### src/ssp_pkg.sv
// Constants, state layouts and register map for the synchronous slave serial port.
// Assumes a single sys_clk domain; the serial clock is sampled, not used as a clock.
//
// Overview of operation
// - Queued first character loads shifter at once
// - Second character waits; transmit empty flag clear
// - After shift out, reload, then flag empty
// - Transmit flag with enables wakes, requests service
// - Nine bit transmit shifts ninth bit too
// - Continuous receive keeps receiver listening until an overrun
// - Single receive enable starts no receive, but halts transmit
// - Complete character moves into receive buffer
// - Received character sets flag, may wake
// - Receive wake with global enable takes vector
// - Ninth received bit shown in status register
// - Clearing continuous receive clears overrun
// - Runs only in synchronous slave mode
// - Shifters advance only on external serial clock
// - Accept data and clock pins during sleep
// - Service entry at fixed vector address
// - Clock driver off; change leading, valid trailing
// - Receive samples on trailing clock edge
// - Two character FIFO; third sets overrun, blocks
package ssp_pkg;

  // Register byte addresses
  localparam logic [7:0] ADDR_INT_CTRL = 8'h00;
  localparam logic [7:0] ADDR_PIE = 8'h04;
  localparam logic [7:0] ADDR_PIR = 8'h08;
  localparam logic [7:0] ADDR_RX_STAT = 8'h0c;
  localparam logic [7:0] ADDR_PORTC_DIR = 8'h10;
  localparam logic [7:0] ADDR_TX_BUF = 8'h14;
  localparam logic [7:0] ADDR_TX_STAT = 8'h18;
  localparam logic [7:0] ADDR_RX_BUF = 8'h1c;

  // Reset values
  localparam logic [7:0] RST_INT_CTRL = 8'h00;
  localparam logic [7:0] RST_PIE = 8'h00;
  localparam logic [7:0] RST_RX_STAT = 8'h00;
  localparam logic [7:0] RST_PORTC_DIR = 8'hff;
  localparam logic [7:0] RST_TX_STAT = 8'h02;

  // Field positions
  localparam int GIE_B = 7;
  localparam int PERIPHERAL_IRQ_ENABLE_B = 6;
  localparam int RX_IRQ_ENABLE_B = 5;
  localparam int TX_IRQ_ENABLE_B = 4;
  localparam int PORT_ENABLE_B = 7;
  localparam int RX9_B = 6;
  localparam int SINGLE_RX_ENABLE_B = 5;
  localparam int CONTINUOUS_RX_ENABLE_B = 4;
  localparam int CLOCK_SOURCE_SELECT_B = 7;
  localparam int TX9_B = 6;
  localparam int TRANSMIT_ENABLE_B = 5;
  localparam int SYNC_B = 4;
  localparam int TX_NINTH_BIT_B = 0;

  // Writable bits
  localparam logic [7:0] MASK_RX_STAT = 8'hf8;
  localparam logic [7:0] MASK_TX_STAT = 8'hf5;

  localparam logic [3:0] LEN_8 = 4'h8;
  localparam logic [3:0] LEN_9 = 4'h9;
  localparam logic [15:0] ISR_VECTOR = 16'h0004;
  localparam logic [1:0] FIFO_DEPTH = 2'h2;

  typedef struct packed {
    logic pready;
    logic pslverr;
    logic [31:0] prdata;
    logic [7:0] int_ctrl;
    logic [7:0] pie;
    logic [7:0] rx_ctrl;
    logic [7:0] portc_dir;
    logic [7:0] tx_ctrl;
    logic [8:0] hold;
    logic hold_full;
    logic [8:0] transmit_shift_reg;
    logic [3:0] tcnt;
    logic busy;
    logic [8:0] receive_shift_reg;
    logic [3:0] rcnt;
    logic overrun_error;
    logic clk_d;
    logic dat_o;
    logic dat_oe;
    logic ck_oe;
    logic wake;
    logic irq;
    logic [15:0] vec;
  } ssp_state_s;

  typedef struct packed {
    logic [1:0][8:0] mem;
    logic rd;
    logic [1:0] count;
  } ssp_fifo_s;

endpackage : ssp_pkg

### src/ssp_fifo_if.sv
// Connection between the port core and its receive FIFO.
// Assumes both ends run on sys_clk.
`timescale 1ns/10ps
`default_nettype none
interface ssp_fifo_if;
  logic push;
  logic [8:0] push_data;
  logic pop;
  logic [8:0] head;
  logic [1:0] count;
  modport core (output push, output push_data, output pop, input head, input count);
  modport fifo (input push, input push_data, input pop, output head, output count);
endinterface : ssp_fifo_if
`default_nettype wire

### src/ssp_sync2.sv
// Two flip-flop synchroniser for asynchronous pin inputs.
// Assumes inputs may change at any time relative to sys_clk.
`timescale 1ns/10ps
`default_nettype none
module ssp_sync2 #(
  parameter int W = 1
) (
  // Clock and reset
  input wire logic sys_clk,
  input wire logic rst_n,
  // Data
  input wire logic [W-1:0] async_in,
  output logic [W-1:0] sync_out
);
  logic [W-1:0] meta;

  always_ff @(posedge sys_clk or negedge rst_n) begin
    if (!rst_n) begin
      meta <= '0;
      sync_out <= '0;
    end else begin
      meta <= async_in;
      sync_out <= meta;
    end
  end
endmodule : ssp_sync2
`default_nettype wire

### src/ssp_rx_fifo.sv
// Two entry receive FIFO of nine-bit characters.
// Assumes the core never pushes while full.
`timescale 1ns/10ps
`default_nettype none
module ssp_rx_fifo (
  // Clock and reset
  input wire logic sys_clk,
  input wire logic rst_n,
  // Core side
  ssp_fifo_if.fifo f
);
  import ssp_pkg::*;

  ssp_fifo_s s;
  ssp_fifo_s next_s;

  always_comb begin
    next_s = s;
    if (f.pop && s.count != 2'h0) begin
      next_s.rd = ~s.rd;
    end
    if (f.push && s.count != FIFO_DEPTH) begin
      next_s.mem[s.rd ^ s.count[0]] = f.push_data;
    end
    next_s.count = s.count + {1'b0, f.push && s.count != FIFO_DEPTH}
                   - {1'b0, f.pop && s.count != 2'h0};
  end

  always_ff @(posedge sys_clk or negedge rst_n) begin
    if (!rst_n) begin
      s <= '0;
    end else begin
      s <= next_s;
    end
  end

  assign f.head = s.mem[s.rd];
  assign f.count = s.count;
endmodule : ssp_rx_fifo
`default_nettype wire

### src/ssp_port.sv
// Synchronous slave serial port: APB registers, transmit and receive shifters.
// Assumes an external master drives the serial clock; it is sampled by sys_clk.
`timescale 1ns/10ps
`default_nettype none
module ssp_port (
  // Clock and reset
  input wire logic sys_clk,
  input wire logic rst_n,
  // APB slave
  input wire logic psel,
  input wire logic penable,
  input wire logic pwrite,
  input wire logic [7:0] paddr,
  input wire logic [31:0] pwdata,
  output logic pready,
  output logic [31:0] prdata,
  output logic pslverr,
  // Serial clock pin
  input wire logic serial_clock_in,
  output logic serial_clock_out,
  output logic serial_clock_oe,
  // Serial data pin
  input wire logic serial_data_in,
  output logic serial_data_out,
  output logic serial_data_oe,
  // Processor side
  input wire logic cpu_sleep,
  output logic wake_request,
  output logic irq_request,
  output logic [15:0] irq_vector
);
  import ssp_pkg::*;

  ////////////////////////////////////////////////////////////////////////////////
  // Pin synchronisers and receive FIFO

  logic [1:0] pins_sync;
  logic s_clk;
  logic s_dat;

  ssp_sync2 #(.W(2)) u_sync (
    .sys_clk(sys_clk),
    .rst_n(rst_n),
    .async_in({serial_clock_in, serial_data_in}),
    .sync_out(pins_sync)
  );

  assign s_clk = pins_sync[1];
  assign s_dat = pins_sync[0];

  ssp_fifo_if fifo_if ();

  ssp_rx_fifo u_fifo (
    .sys_clk(sys_clk),
    .rst_n(rst_n),
    .f(fifo_if.fifo)
  );

  ////////////////////////////////////////////////////////////////////////////////
  // Decoded controls

  ssp_state_s s;
  ssp_state_s next_s;

  logic slave_on;
  logic tx_mode;
  logic lead_edge;
  logic trail_edge;
  logic [3:0] tx_len;
  logic [3:0] rx_len;
  logic tx_flag;
  logic rx_flag;
  logic apb_done;
  logic tx_done;
  logic rx_done;
  logic tx_buf_wr;

  // Only the slave setting can run; everything else is halted, asleep or not
  assign slave_on = s.rx_ctrl[PORT_ENABLE_B] && s.tx_ctrl[SYNC_B] && !s.tx_ctrl[CLOCK_SOURCE_SELECT_B];
  assign tx_mode = !s.rx_ctrl[CONTINUOUS_RX_ENABLE_B] && !s.rx_ctrl[SINGLE_RX_ENABLE_B];
  assign lead_edge = s_clk && !s.clk_d;
  assign trail_edge = !s_clk && s.clk_d;
  assign tx_len = s.tx_ctrl[TX9_B] ? LEN_9 : LEN_8;
  assign rx_len = s.rx_ctrl[RX9_B] ? LEN_9 : LEN_8;
  assign tx_flag = s.tx_ctrl[TRANSMIT_ENABLE_B] && !s.hold_full;
  assign rx_flag = fifo_if.count != 2'h0;
  assign apb_done = psel && penable && s.pready;
  assign tx_done = slave_on && tx_mode && s.busy && trail_edge && (s.tcnt + 4'h1 == tx_len);
  // Single receive enable is a don't care here: only continuous receive gates
  assign rx_done = slave_on && !tx_mode && s.rx_ctrl[CONTINUOUS_RX_ENABLE_B] && !s.overrun_error && trail_edge
                   && (s.rcnt + 4'h1 == rx_len);
  // Buffer write that may land in the same cycle as a load
  assign tx_buf_wr = apb_done && pwrite && paddr == ADDR_TX_BUF;

  ////////////////////////////////////////////////////////////////////////////////
  // Next state

  always_comb begin
    next_s = s;
    fifo_if.push = 1'b0;
    fifo_if.push_data = '0;
    fifo_if.pop = 1'b0;
    next_s.clk_d = s_clk;
    next_s.ck_oe = 1'b0;

    // Transmit shifter
    if (slave_on && tx_mode && s.busy) begin
      if (trail_edge) begin
        if (tx_done) begin
          next_s.busy = 1'b0;
          next_s.tcnt = 4'h0;
        end else begin
          next_s.tcnt = s.tcnt + 4'h1;
        end
      end else if (lead_edge && s.tcnt != 4'h0) begin
        next_s.dat_o = s.transmit_shift_reg[s.tcnt];
      end
    end
    // Waiting character moves in at once, then the buffer reads empty
    if (slave_on && tx_mode && s.tx_ctrl[TRANSMIT_ENABLE_B] && !next_s.busy && s.hold_full) begin
      next_s.transmit_shift_reg = s.hold;
      next_s.busy = 1'b1;
      next_s.tcnt = 4'h0;
      next_s.hold_full = 1'b0;
      next_s.dat_o = s.hold[0];
    end
    next_s.dat_oe = slave_on && tx_mode && s.tx_ctrl[TRANSMIT_ENABLE_B];

    // Receive shifter
    if (!s.rx_ctrl[CONTINUOUS_RX_ENABLE_B]) begin
      next_s.overrun_error = 1'b0;
      next_s.rcnt = 4'h0;
    end else if (slave_on && !tx_mode && !s.overrun_error && trail_edge) begin
      next_s.receive_shift_reg[s.rcnt] = s_dat;
      if (rx_done) begin
        next_s.rcnt = 4'h0;
        if (fifo_if.count == FIFO_DEPTH) begin
          next_s.overrun_error = 1'b1;
        end else begin
          fifo_if.push = 1'b1;
          fifo_if.push_data = {s.rx_ctrl[RX9_B] & s_dat, next_s.receive_shift_reg[7:0]};
        end
      end else begin
        next_s.rcnt = s.rcnt + 4'h1;
      end
    end

    // APB: one wait state, answer registered
    next_s.pready = psel && penable && !s.pready;
    if (psel && penable && !s.pready) begin
      next_s.pslverr = 1'b0;
      next_s.prdata = '0;
      if (paddr == ADDR_INT_CTRL) begin
        next_s.prdata[7:0] = s.int_ctrl;
      end else if (paddr == ADDR_PIE) begin
        next_s.prdata[7:0] = s.pie;
      end else if (paddr == ADDR_PIR) begin
        next_s.prdata[7:0] = {2'h0, rx_flag, tx_flag, 4'h0};
      end else if (paddr == ADDR_RX_STAT) begin
        next_s.prdata[7:0] = {s.rx_ctrl[7:3], 1'b0, s.overrun_error, fifo_if.head[8]};
      end else if (paddr == ADDR_PORTC_DIR) begin
        next_s.prdata[7:0] = s.portc_dir;
      end else if (paddr == ADDR_TX_BUF) begin
        next_s.prdata = '0;
      end else if (paddr == ADDR_TX_STAT) begin
        next_s.prdata[7:0] = {s.tx_ctrl[7:2], !s.busy, s.tx_ctrl[0]};
      end else if (paddr == ADDR_RX_BUF) begin
        next_s.prdata[7:0] = fifo_if.head[7:0];
      end else begin
        next_s.pslverr = 1'b1;
      end
    end

    if (apb_done && pwrite) begin
      if (paddr == ADDR_INT_CTRL) begin
        next_s.int_ctrl = pwdata[7:0];
      end else if (paddr == ADDR_PIE) begin
        next_s.pie = pwdata[7:0];
      end else if (paddr == ADDR_RX_STAT) begin
        next_s.rx_ctrl = pwdata[7:0] & MASK_RX_STAT;
      end else if (paddr == ADDR_PORTC_DIR) begin
        next_s.portc_dir = pwdata[7:0];
      end else if (paddr == ADDR_TX_BUF) begin
        // A write while the holding buffer stays occupied (no load in the same cycle) is dropped
        if (!next_s.hold_full) begin
          next_s.hold = {s.tx_ctrl[TX_NINTH_BIT_B], pwdata[7:0]};
          next_s.hold_full = 1'b1;
        end
      end else if (paddr == ADDR_TX_STAT) begin
        next_s.tx_ctrl = pwdata[7:0] & MASK_TX_STAT;
      end
    end else if (apb_done && paddr == ADDR_RX_BUF) begin
      fifo_if.pop = 1'b1;
    end

    // Wake and service request, as levels
    next_s.wake = s.int_ctrl[PERIPHERAL_IRQ_ENABLE_B] && ((tx_flag && s.pie[TX_IRQ_ENABLE_B])
                  || (rx_flag && s.pie[RX_IRQ_ENABLE_B]));
    next_s.irq = next_s.wake && s.int_ctrl[GIE_B];
    next_s.vec = next_s.irq ? ISR_VECTOR : 16'h0000;
  end

  ////////////////////////////////////////////////////////////////////////////////
  // State register

  always_ff @(posedge sys_clk or negedge rst_n) begin
    if (!rst_n) begin
      s <= '0;
      s.int_ctrl <= RST_INT_CTRL;
      s.pie <= RST_PIE;
      s.rx_ctrl <= RST_RX_STAT;
      s.portc_dir <= RST_PORTC_DIR;
      s.tx_ctrl <= RST_TX_STAT;
    end else begin
      s <= next_s;
    end
  end

  assign pready = s.pready;
  assign prdata = s.prdata;
  assign pslverr = s.pslverr;
  assign serial_clock_out = s.ck_oe;
  assign serial_clock_oe = s.ck_oe;
  assign serial_data_out = s.dat_o;
  assign serial_data_oe = s.dat_oe;
  assign wake_request = s.wake;
  assign irq_request = s.irq;
  assign irq_vector = s.vec;
endmodule : ssp_port
`default_nettype wire

### config.mk
export PLATFORM = sky130hd
export DESIGN_NAME = ssp_port
export DESIGN_NICKNAME = d
export VERILOG_FILES = /design/src/ssp_pkg.sv /design/src/ssp_fifo_if.sv /design/src/ssp_sync2.sv /design/src/ssp_rx_fifo.sv /design/src/ssp_port.sv
export SDC_FILE = /design/constraint.sdc
export NUM_CORES = 1
export LEC_CHECK = 0
export BUFFER_PORTS_ARGS = -buffer_cell sky130_fd_sc_hd__buf_2
export CORE_ASPECT_RATIO = 0.6
export CORE_MARGIN = 2
export CORE_UTILIZATION = 45
export CTS_CLUSTER_SIZE = 25
export DETAILED_ROUTE_END_ITERATION = 8
export PLACE_DENSITY = 0.68
export SLEW_MARGIN = 20
export SYNTH_ARGS = -nofsm -noshare
export SYNTH_HDL_FRONTEND = slang
export SYNTH_SLANG_ARGS = --single-unit
### constraint.sdc
create_clock -name sys_clk -period 3.3 [get_ports sys_clk]
set_input_delay 0.99 -clock sys_clk [delete_from_list [all_inputs] [get_ports sys_clk]]
set_output_delay 0.99 -clock sys_clk [all_outputs]
set_load 0.02 [all_outputs]
### Word-level counts from Yosys, hierarchy flattened

Index checks and enable logic that the tools add are counted.

* $add $sub $neg: 4
* reduce and logical (&&, ||, !) cells: 62
* muxes and demuxes: 59
* $lt $le $gt $ge: 6
* equality and inequality tests: 15
* bitwise gates (word level): 9

Operators with widths (count)
* $mux 25: 5
* $mux 8: 8
* $mux 9: 7
* $logic_and 1x1->1: 34
* $eq 8x5->1 const B: 4
* $mux 1: 26
* $mux 5: 4
* $bwmux 18: 1
* $eq 8x4->1 const B: 2
* $mux 15: 1
* $reduce_and 7->1: 2
* $logic_not 1->1: 11
* $lt 4x5->1 const B: 2
* $bwmux 9: 1
* $demux 9 s1: 1
* $reduce_and 3->1: 3
* $add 4x1->4 const B: 2
* $eq 4x4->1: 2
* $eq 8x3->1 const B: 1
* $logic_not 8->1: 1
* $mux 4: 2
* $ne 2x1->1 const B: 4
* $reduce_bool 2->1: 4
* $not 1->1: 7
* 17 further kinds: 20

* bits in registers: 141
* output and inout bits: 56

### Logic depth before layout (Yosys ltp)

Gate-level depths: netlist (run 1).

* depth after elaboration: 19
* mapped depth: 8
* mapped depth without buffers: 8

### By module

Synthesis (run 1) repeated with hierarchy kept, for this count alone.

* cell total of the unflattened synthesis: 676
* area, all modules: 6555.0 um^2

By module, submodules not included
* ssp_port: cells each 512, instances 1, area an instance 4948.5 um^2, sequential area each 2187.1 um^2
* ssp_rx_fifo: cells each 160, instances 1, area an instance 1506.4 um^2, sequential area each 525.5 um^2
* ssp_sync2: cells each 4, instances 1, area an instance 100.1 um^2, sequential area each 100.1 um^2

### Worst setup path after synthesis (run 1)

No wires, ideal clock.

* kind: input -> register
* start: in paddr[0]
* end: reg s[84] (netlist bit)
* slack: 0.251 ns
* arrival: 2.924 ns
* data required time: 3.175 ns
* setup time: 0.125 ns
* stages: 6
* cells stage by stage: or4_4 -> or2_4 -> or3_4 -> or3_1 -> buf_6 -> mux2_4

* longest elaborated chain between the ends: 3

RTL lines
* start: declaration: line ssp_port.sv:13 `input wire logic [7:0] paddr,`
* $logic_not 8->1: line ssp_port.sv:175 `if (paddr == ADDR_INT_CTRL) begin`
* $not 1->1 (no source line)
* $reduce_and 3->1 (no source line) *
* end signal: assignment: line ssp_port.sv:215 `s <= next_s;`
* end: declaration: line ssp_port.sv:62 `ssp_state_s s;`

Every way passes the cells marked *; elsewhere a longest branch is shown, timed or not.
A chain may end at the register's enable or synchronous reset.

### Worst setup path after layout (run 1)

* start: in paddr[0]
* end: reg s[81] (netlist bit)

* longest elaborated chain between the ends: 3

RTL lines (line)
* $eq 8x3->1 / $logic_not 8->1 (equally long branches): ssp_port.sv:177, ssp_port.sv:175
* $not 1->1 (no source line)
* $reduce_and 4->1 (no source line) *

Marked as above.

==> results of run 1 <==
==> power groups by stage <==
stage	Sequential, W	Clock (W)	Combinational (W)
floorplan	0.00142	0	0.000155
global placement	0.00143	0	0.000185
detailed placement	0.00143	0	0.000187
CTS	0.00140	0.00126	0.000188
global route	0.00140	0.00133	0.000209
finish	0.00140	0.00124	0.000187
==> layout make-up <==
class                      count  area [um2]  area share, %
clock inverter                 6         115           1.79
timing repair buffer          53         333           5.16
clock buffer                  10         229           3.55
sequential                   112        2810           43.6
inverter                      13        48.8          0.757
multi-input combinational    338        2690           41.8
tap                          170         213           3.30
==> stage by stage <==
stage	cells	util, %
floorplan	533	-
CTS	702	50.3
global placement	686	47.6
finish	702	50.3
detailed placement	686	47.6
global route	702	50.3
==> cells by family (layout without fill, tap and decap cells) <==
kind of cell	Yosys count	count (layout)
adder cells (fa/ha/maj)	8	8
flip-flops	112	112
multiplexers	106	106
AO/OA/AOI/OAI	59	59
other	1	41
buffers and inverters	83	82
XOR/XNOR	12	12
AND/OR/NAND/NOR	112	112
==> worst max-delay path: stages <==
cell and delay, ns:
buf_2 0.10, or4_4 0.53, or2_4 0.25, or3_4 0.41, or3_1 0.53, mux2_4 0.36
==> Yosys cell counts, types with 5 or more instances <==
| library cell | number |
|---|---|
| dfrtp_1 | 104 |
| mux2_2 | 67 |
| buf_4 | 50 |
| nand2_1 | 24 |
| mux2_4 | 22 |
| nor2_1 | 20 |
| o21ai_0 | 18 |
| mux2i_1 | 15 |
| clkbuf_1 | 13 |
| inv_1 | 13 |
| or3_1 | 12 |
| a21oi_1 | 11 |
| nand3_1 | 9 |
| dfstp_2 | 8 |
| ha_1 | 8 |
| nand2b_1 | 7 |
| a31oi_1 | 6 |
| xnor2_1 | 6 |
| xor2_1 | 6 |
| nor3_1 | 5 |
| or2_2 | 5 |
==> how the worst max path moves through the flow <==
stage | startpoint | endpoint | slack [ns]
6_report | paddr[0] | s[81] | 0.36
5_1_grt | paddr[0] | s[83] | 0.35
4_1_cts | paddr[0] | s[81] | 0.38
3_5_place_dp | paddr[0] | s[82] | 0.02
3_3_place_gp | paddr[0] | s[82] | 0.04
2_1_floorplan | paddr[0] | s[84] | 0.25
==> flip-flops by register name (all words and copies together), names as in the netlist <==
| signal | cells |
|---|---|
| serial_data_out | 1 |
| serial_data_oe | 1 |
| u_sync.sync_out | 2 |
| irq_vector | 1 |
| pready | 1 |
| u_sync.meta | 2 |
| u_fifo.f.count | 2 |
| wake_request | 1 |
| s | 73 |
| u_fifo.s | 19 |
| pslverr | 1 |
| prdata | 8 |
==> metal layers <==
metal  share of wire [%]  routed length [um]  vias up
li1                    -                   -     1715
met1                  53                6510     1896
met2                  41                5080      110
met3                 5.7                 708       11
met4                0.65                  81        0
met5                   0                   0        -
==> out/summary.txt, run 1 <==
Ys Warns = 0
Int Pwr = 0.00218 W
Worst Path Required = 3.53 ns
Area grow syn2layout = 9.46%
Minimum clock period = 2.94 ns
Simple-Gate Fraction of Synth Area = 11.3%
Avg Inst Size Synth = 11.9 um2
Post-synthesis xor/xnor area fraction = 1.78%
Core Rows = 32
Sw frac = 22.9%
Leak = 3.12 nW
Combinational Power Share = 6.6%
Initial core utilization = 46.0%
Synthesized flop and latch total = 112
GR Overflow Total = 0
Post_cts resized = 0
Sequential fraction of the synthesis area = 47.8%
Clock group share of total power = 43.9%
Post-CTS Repair Setup Buffers = 0
WHS Endpoint = u_sync.sync_out[1]
Ys async rst share = 100%
Routability congestion estimate = 0.849
Post-synthesis adder-cell area fraction = 1.70%
Gr usage total = 18.7%
Drt total wl = 12.4 mm
Run status = complete, no violations
Arrival @ worst endpoint = 3.17 ns
Final Instance Area = 6440 um2
Die Wd = 152 um
GRT met2 Usage = 24.9%
Compound-Gate Fraction of Synth Area = 6.59%
Hold Path Cell Cnt = 0
Share of the synthesized area in the top cell type = 44.2%
Post-detail-place hpwl = 9.21 mm
Ranking of synthesized cells by area = dfrtp_1 44%, mux2_2 13%, buf_4 6.4%, mux2_4 5.6%, dfstp_2 3.6%
Per-cell routed wire length = 17.6 um
Final Setup Violations = 0
EDFF count, synth = 0
CTS root buffer = clkbuf_16
# IOs = 104
Crit path capture type = flip-flop
Worst r2r dst = u_fifo.s[15]
Post-synth cell types = 58
Nets = 583
Cells after synthesis = 493
Period utilization = 89.2%
Clock Skews = 0.00674 ns
Post-synthesis cell area = 5890 um2
Flop pwr share = 49.5%
Hold-fix buffers, CTS = 0
Worst-path fanout max = 5
Worst vdd ir = 0.266 mV
Post-route ant nets = 0
Final hold violation count = 0
Clock Sinks = 112
Pre-CTS setup slack = 0.0167 ns
Setup tns final = 0 ns
Reg-to-reg slack, setup = 0.61 ns
Fill cells = 1113
Most frequent cells in the layout = 104 x dfrtp_1, 67 x mux2_2, 41 x conb_1, 36 x buf_2, 24 x nand2_1
Initial antenna violation count = 0
Crit path kind = input pin to flip-flop
Min-delay src = u_sync.meta[1]
# DRC = 0
Worst-path clk slew = 0.07 ns
Commonest non-fill, non-tap cell in the layout = dfrtp_1
Die Ht = 92.6 um
Vias per cell = 5.32
FF-to-FF path depth = 5
Main combinational cell family by area after synthesis = multiplexers
Total Power = 0.00283 W
Core footprint = 12800 um2
Synth Flop Type = dfrtp_1
Layout cell share with drive strength beyond 1 = 35.0%
PwrDens = 439 nW/um2
Met3 usage = 4.73%
Global-route wire length before repair = 19.7 mm
Worst Setup Start Kind = input pin
Max Freq = 0.340 GHz
Initial drt markers = 166
Largest net degree at the start of global routing = 58
GR Layer Usage met1 = 30.4%
Min-Delay Path Class = flip-flop to flip-flop
Reg-to-reg startpoint = s[67]
1st-pass router iterations = 5
Slew HR = 56.7%
Num CTS Buffers = 9
Post-synthesis mux area share = 21.7%
Die ar. = 14000 um2
Net Sw Power = 0.000647 W
Dominant cell type by area after synthesis = dfrtp_1
PortBufs = 37
Vias = 3732
Hold Slack = 0.351 ns
Clk_lat worst skew = 0.34 ns
Vias in the first global route = 3555
Gr busiest metal = met1
Max_cap viols = 0
Maximum clock path buffer count = 2
H-tree levels = 3
Final worst slack = 0.356 ns
Pins over their slew limit = 0
N_diodes = 0
Unrepaired setup endpoints after global routing = false
Measured slew at the worst slew-check pin = 0.640 ns
TritonCTS clock tree = built
Post-DP Area = 6100 um2
Power figures use the tool's default switching activity.
==> inputs of run 2 (changes only) <==
--- a/config.mk
+++ b/config.mk
@@ -8,10 +8,10 @@
 export BUFFER_PORTS_ARGS = -buffer_cell sky130_fd_sc_hd__buf_2
 export CORE_ASPECT_RATIO = 0.6
 export CORE_MARGIN = 2
-export CORE_UTILIZATION = 45
+export CORE_UTILIZATION = 50
 export CTS_CLUSTER_SIZE = 25
 export DETAILED_ROUTE_END_ITERATION = 8
-export PLACE_DENSITY = 0.68
+export PLACE_DENSITY = 0.75
 export SLEW_MARGIN = 20
 export SYNTH_ARGS = -nofsm -noshare
 export SYNTH_HDL_FRONTEND = slang
==> run 2 against run 1 <==
  * First-iteration DRC count increased to 2.6 times the previous value
  * Maximum frequency decreased by 1.5%
  * Combinational power about the same
  * Hold slack got worse by 0.0022 ns
  * Routed wire length increased by 5.5%
  * Critical path depth unchanged
  * Cell area decreased by 1.1%
  * Largest cell class unchanged
  * Largest power group unchanged
==> out/summary.txt, run 2 (synthesis results as in run 1) <==
Max_cap viols = 0 (unchanged)
Worst-path fanout max = 8 (+3)
Commonest non-fill, non-tap cell in the layout = dfrtp_1
FF-to-FF path depth = 7 (+2)
Minimum clock period = 2.99 ns (+0.0453 ns)
# placed instances = 670 (-2.3%)
Pins over their slew limit = 0 (unchanged)
Worst vdd ir = 0.278 mV (+4.7%)
1st-pass router iterations = 7 (+2)
Layout cell share with drive strength beyond 1 = 34.4% (-0.55 points)
Instance count on the critical path = 6 (unchanged)
PwrDens = 433 nW/um2 (-1.2%)
Initial core utilization = 51.8% (+5.8 points)
CP cell instances = buf_2 -> or4_4 -> or2_4 -> or3_4 -> or3_1 -> mux2_4
Period utilization = 90.6% (+1.4 points)
Most frequent cells in the layout = 104 x dfrtp_1, 67 x mux2_2, 41 x conb_1, 36 x buf_2, 24 x nand2_1
Fill cells = 949 (-15%)
Critical Path End = s[85]
Unrepaired setup endpoints after global routing = false
Vias per cell = 5.51 (+3.7%)
# IOs = 104 (unchanged)
Clk_lat worst skew = 0.35 ns (about the same)
Nets = 577 (-1.0%)
Per-cell routed wire length = 19.0 um (+8.0%)
Crit-path max cell delay = 0.56 ns (+0.03 ns)
PortBufs = 37 (unchanged)
Critical path startpoint = paddr[0]
Worst Setup Start Kind = input pin
Post-CTS Repair Setup Buffers = 0 (unchanged)
Max Freq = 0.334 GHz (-1.5%)
# DRC = 0 (unchanged)
Clock Skews = 0.00624 ns (-0.000497 ns)
Largest Register = s
Post-detail-place hpwl = 9.59 mm (+4.0%)
Maximum clock path buffer count = 2 (unchanged)
Initial antenna violation count = 0 (unchanged)
Routability congestion estimate = 0.902 (+6.2%)
CTS root buffer = clkbuf_16
Reg-to-reg slack, setup = 0.54 ns (-0.07 ns)
Min-Delay Path Class = flip-flop to flip-flop
Core Rows = 30 (-6.3%)
Num CTS Buffers = 9 (unchanged)
Crit path capture type = flip-flop
Largest register FFs = 73 (unchanged)
Crit path kind = input pin to flip-flop
Worst-path clk slew = 0.07 ns (about the same)
Leak = 3.09 nW (-0.99%)
H-tree levels = 3 (unchanged)
CP top delay family = simple AND/OR/NAND/NOR gates
Die ar. = 12700 um2 (-9.7%)
Arrival @ worst endpoint = 3.23 ns (+0.06 ns)
TritonCTS clock tree = built
Gr usage total = 22.1% (+3.4 points)
Largest net degree at the start of global routing = 48 (-17%)
Reg-to-reg startpoint = s[38]
Die Wd = 144 um (-5.0%)
Hold-fix buffers, CTS = 0 (unchanged)
N_diodes = 0 (unchanged)
CP Buf/Inv Count = 1 (unchanged)
Vias = 3783 (+1.4%)
Core footprint = 11400 um2 (-11%)
Measured slew at the worst slew-check pin = 0.677 ns (+0.0370 ns)
Final hold violation count = 0 (unchanged)
Worst r2r dst = s[44]
Sequential cell area = 2810 um2 (unchanged)
Die Ht = 88.1 um (-4.9%)
Drt total wl = 13.1 mm (+5.5%)
Initial drt markers = 439 (+160%)
Final Setup Violations = 0 (unchanged)
Area of the multi-input gates = 2690 um2 (unchanged)
Vias in the first global route = 3676 (+3.4%)
Post_cts resized = 0 (unchanged)
Global-route wire length before repair = 20.8 mm (+5.5%)
Slew HR = 54.5% (-2.2 points)
Post-route ant nets = 0 (unchanged)
Clock Sinks = 112 (unchanged)
Worst Path Required = 3.54 ns (about the same)
Layout Cells excl Fill = 686 (-2.3%)
CP max-delay cell = or3_1
GR Overflow Total = 0 (unchanged)
Setup tns final = 0 ns (unchanged)
Area grow syn2layout = 8.29%
Run status = complete, no violations
run 2: routing by layer:
metal	vias up	routed length [um]	GRT usage [%]
met5	-	0	0
met4	0	173	5.44
met3	22	1070	4.76
met2	169	5490	30.7
met1	1889	6330	34.9
li1	1703	-	-
run 2: how the worst min path moves through the flow:
stage                   startpoint                  to  slack (ns)  depth (start not counted)
global route        u_sync.meta[0]  u_sync.sync_out[0]        0.37                          0
floorplan           u_sync.meta[0]  u_sync.sync_out[0]        0.33                          0
CTS                 u_sync.meta[1]  u_sync.sync_out[1]        0.35                          0
finish              u_sync.meta[1]  u_sync.sync_out[1]        0.35                          0
global placement    u_sync.meta[0]  u_sync.sync_out[0]        0.33                          0
detailed placement  u_sync.meta[1]  u_sync.sync_out[1]        0.34                          0
run 2: area by class of cell:
type                       instances  share of cell area (%)
sequential                       112                    44.1
clock buffer                       9                    3.53
inverter                          13                   0.765
multi-input combinational        338                    42.2
tap                              160                    3.14
clock inverter                     7                    1.49
timing repair buffer              47                    4.71
run 2: through the flow:
step	cell area, um2	utilization (%)	hold WS (ns)	power (W)	setup WS (ns)
floorplan	6040	-	0.331	0.00158	0.251
global placement	6060	53.2	0.334	0.00161	-0.00344
detailed placement	6060	53.2	0.336	0.00161	-0.0454
CTS	6380	56.1	0.352	0.00278	0.324
global route	6380	56.1	0.373	0.00285	0.288
finish	6380	56.1	0.349	0.00276	0.310
run 2: worst reg2reg max path, stage by stage (launching register included):
cell and delay, ns:
dfrtp_1 0.53, inv_1 0.14, ha_1 0.33, or3_1 0.41, o31ai_1 0.28, nand3_1 0.37
buf_4 0.31, mux2_2 0.28
run 2: report_power, final:
part           internal (W)  total, W  switching (W)
Clock              0.000668   0.00117       0.000506
Sequential          0.00139   0.00140      0.0000106
Combinational     0.0000437  0.000189       0.000146
==> inputs of run 3 (changes only) <==
--- a/config.mk
+++ b/config.mk
@@ -5,6 +5,7 @@
 export SDC_FILE = /design/constraint.sdc
 export NUM_CORES = 1
 export LEC_CHECK = 0
+export ABC_AREA = 1
 export BUFFER_PORTS_ARGS = -buffer_cell sky130_fd_sc_hd__buf_2
 export CORE_ASPECT_RATIO = 0.6
 export CORE_MARGIN = 2
==> run 3 against run 2 <==
  * Critical endpoint is now s[43]
  * Routed wire length down 1.9%
  * Largest power group unchanged
  * Clock power down 12%
  * Sequential power about the same
  * Non-clock buffer count down 6
==> out/summary.txt, run 3 <==
Run status = complete, no violations
Most frequent cells after synthesis = 190 x nand2_1, 104 x dfrtp_1, 73 x o21ai_0
Max_cap viols = 0 (unchanged)
WHS Endpoint = u_sync.sync_out[0]
Clk_lat worst skew = 0.35 ns (about the same)
CP top delay family = simple AND/OR/NAND/NOR gates
GR Overflow Total = 0 (unchanged)
Synthesized flop and latch total = 112 (unchanged)
Max Freq = 0.411 GHz (+23%)
Largest register FFs = 73 (unchanged)
CP Buf/Inv Count = 3 (+2)
# placed instances = 853 (+27%)
FF-to-FF path depth = 12 (+5)
1st-pass router iterations = 5 (-2)
Pins over their slew limit = 0 (unchanged)
Vias = 4487 (+19%)
N_diodes = 0 (unchanged)
Worst r2r dst = s[43]
Worst-path clk slew = 0.07 ns (about the same)
Crit path capture type = flip-flop
Post_cts resized = 0 (unchanged)
Final hold violation count = 0 (unchanged)
Final worst slack = 0.866 ns (+0.556 ns)
Hold-fix buffers, CTS = 0 (unchanged)
PortBufs = 37 (unchanged)
Total Power = 0.00255 W (-7.6%)
EDFF count, synth = 0 (unchanged)
Vias in the first global route = 4181 (+14%)
Commonest non-fill, non-tap cell in the layout = nand2_1
CP max-delay cell = dfrtp_1
Drt total wl = 12.8 mm (-1.9%)
Initial drt markers = 422 (-3.9%)
Core footprint = 11300 um2 (-0.66%)
Unrepaired setup endpoints after global routing = false
Largest Register = s
Most common cell in the netlist = nand2_1
Avg Inst Size Synth = 8.56 um2 (-28%)
Ys Warns = 0 (unchanged)
Layout cell share with drive strength beyond 1 = 15.8% (-19 points)
Num CTS Buffers = 9 (unchanged)
Crit path kind = flip-flop to flip-flop
TritonCTS clock tree = built
Post-detail-place hpwl = 9.55 mm (-0.33%)
Measured slew at the worst slew-check pin = 0.701 ns (+0.0242 ns)
Cells after synthesis = 678 (+38%)
Post-synth cell types = 42 (-28%)
Post-route ant nets = 0 (unchanged)
Period utilization = 73.8% (-17 points)
H-tree levels = 3 (unchanged)
Worst Setup Start Kind = flip-flop
Reg-to-reg startpoint = s[37]
# IOs = 104 (unchanged)
Final Setup Violations = 0 (unchanged)
Dominant cell type by area after synthesis = dfrtp_1
Largest net degree at the start of global routing = 53 (+10%)
Hold Slack = 0.351 ns (+0.00190 ns)
Clock Skews = 0.0126 ns (+0.00634 ns)
Post-synthesis cell area = 5800 um2 (-1.5%)
Nets = 760 (+32%)
CTS root buffer = clkbuf_16
CP cell instances = inv_1 -> ha_1 -> inv_1 -> nand2_1 -> nor2_1 -> nand2_1 -> nor2_1 -> nand2_1 -> nand2_2 -> nand3_2 -> inv_1 -> o21ai_0
Slew HR = 53.3% (-1.3 points)
Die Ht = 87.4 um (-0.70%)
Leak = 3.06 nW (-0.72%)
Ranking of synthesized cells by area = dfrtp_1 45%, nand2_1 12%, buf_4 6.7%, o21ai_0 6.3%, inv_1 4.2%
Share of the synthesized area in the top cell type = 44.9% (+0.66 points)
Worst-path fanout max = 13 (+5)
Per-cell routed wire length = 14.7 um (-23%)
Layout Cells excl Fill = 869 (+27%)
Initial antenna violation count = 0 (unchanged)
Initial core utilization = 51.4% (-0.42 points)
Reg-to-reg slack, setup = 0.87 ns (+0.33 ns)
Core Rows = 30 (unchanged)
Vias per cell = 5.16 (-6.4%)
Maximum clock path buffer count = 2 (unchanged)
Minimum clock period = 2.43 ns (-0.556 ns)
Arrival @ worst endpoint = 2.65 ns (-0.58 ns)
# DRC = 0 (unchanged)
Min-delay src = u_sync.meta[0]
Global-route wire length before repair = 20.8 mm (+0.33%)
Die ar. = 12500 um2 (-1.4%)
PwrDens = 414 nW/um2 (-4.4%)
Synth Flop Type = dfrtp_1
Pre-CTS setup slack = 0.766 ns (+0.812 ns)
Setup tns final = 0 ns (unchanged)
Hold Path Cell Cnt = 0 (unchanged)
Most frequent cells in the layout = 190 x nand2_1, 104 x dfrtp_1, 73 x o21ai_0, 65 x inv_1, 41 x conb_1
Gr usage total = 21.8% (-0.25 points)
Worst Path Required = 3.51 ns (-0.03 ns)
Ys async rst share = 100% (unchanged)
Sequential fraction of the synthesis area = 48.5% (+0.71 points)
Clock Sinks = 112 (unchanged)
Crit-path max cell delay = 0.56 ns (about the same)
Post-CTS Repair Setup Buffers = 0 (unchanged)
Routability congestion estimate = 0.894 (-0.85%)
Worst vdd ir = 0.234 mV (-16%)
Area grow syn2layout = 6.30%
Min-Delay Path Class = flip-flop to flip-flop
Die Wd = 143 um (-0.71%)
## run 3: report_power, final
group / internal, W / switching [W] / total (W)
registers: 0.00138 / 0.00000544 / 0.00139
clock network: 0.000552 / 0.000475 / 0.00103
logic: 0.0000251 / 0.000115 / 0.000140
total: 0.00196 / 0.000595 / 0.00255
## run 3: worst max path at each step
stage,from,slack (ns),cells past startpoint,end
6_report,s[37],0.87,12,s[43]
4_1_cts,s[37],0.90,12,s[43]
3_3_place_gp,paddr[1],0.85,6,s[66]
2_1_floorplan,paddr[7],1.11,6,u_fifo.f.count[0]
5_1_grt,s[37],0.56,13,s[46]
3_5_place_dp,paddr[1],0.77,6,s[62]
## run 3: cell families after synthesis
group | share of synthesized area (%)
AOI/OAI and AO/OA | 11.1
xor gates and xnor gates | 1.19
buffers and inverters | 12.9
and+or+nand+nor | 23.1
adders and majority gates | 1.73
DFF | 48.5
muxes | 1.34
other | 0.0646
## run 3: metrics by stage
step | instance area [um2] | util [%]
2_1_floorplan | 5950 | -
3_3_place_gp | 5890 | 52.1
3_5_place_dp | 5890 | 52.1
4_1_cts | 6170 | 54.6
5_1_grt | 6170 | 54.6
6_report | 6170 | 54.6
## run 3: metal layers
metal  up-vias  GRT usage [%]  routed length (um)
li1       2139              -                   -
met1      2154           32.9                6240
met2       174           31.8                5390
met3        20           4.56                 967
met4         0           6.48                 206
met5         -              0                   0
## run 3: layout make-up
type | instances | area [um2]
Clock buffer | 13 | 260
Fill cell | 1046 | 5130
Inverter | 68 | 258
Clock inverter | 3 | 17.5
Timing Repair Buffer | 41 | 230
Sequential cell | 112 | 2810
Tap cell | 160 | 200
Multi-Input combinational cell | 472 | 2390
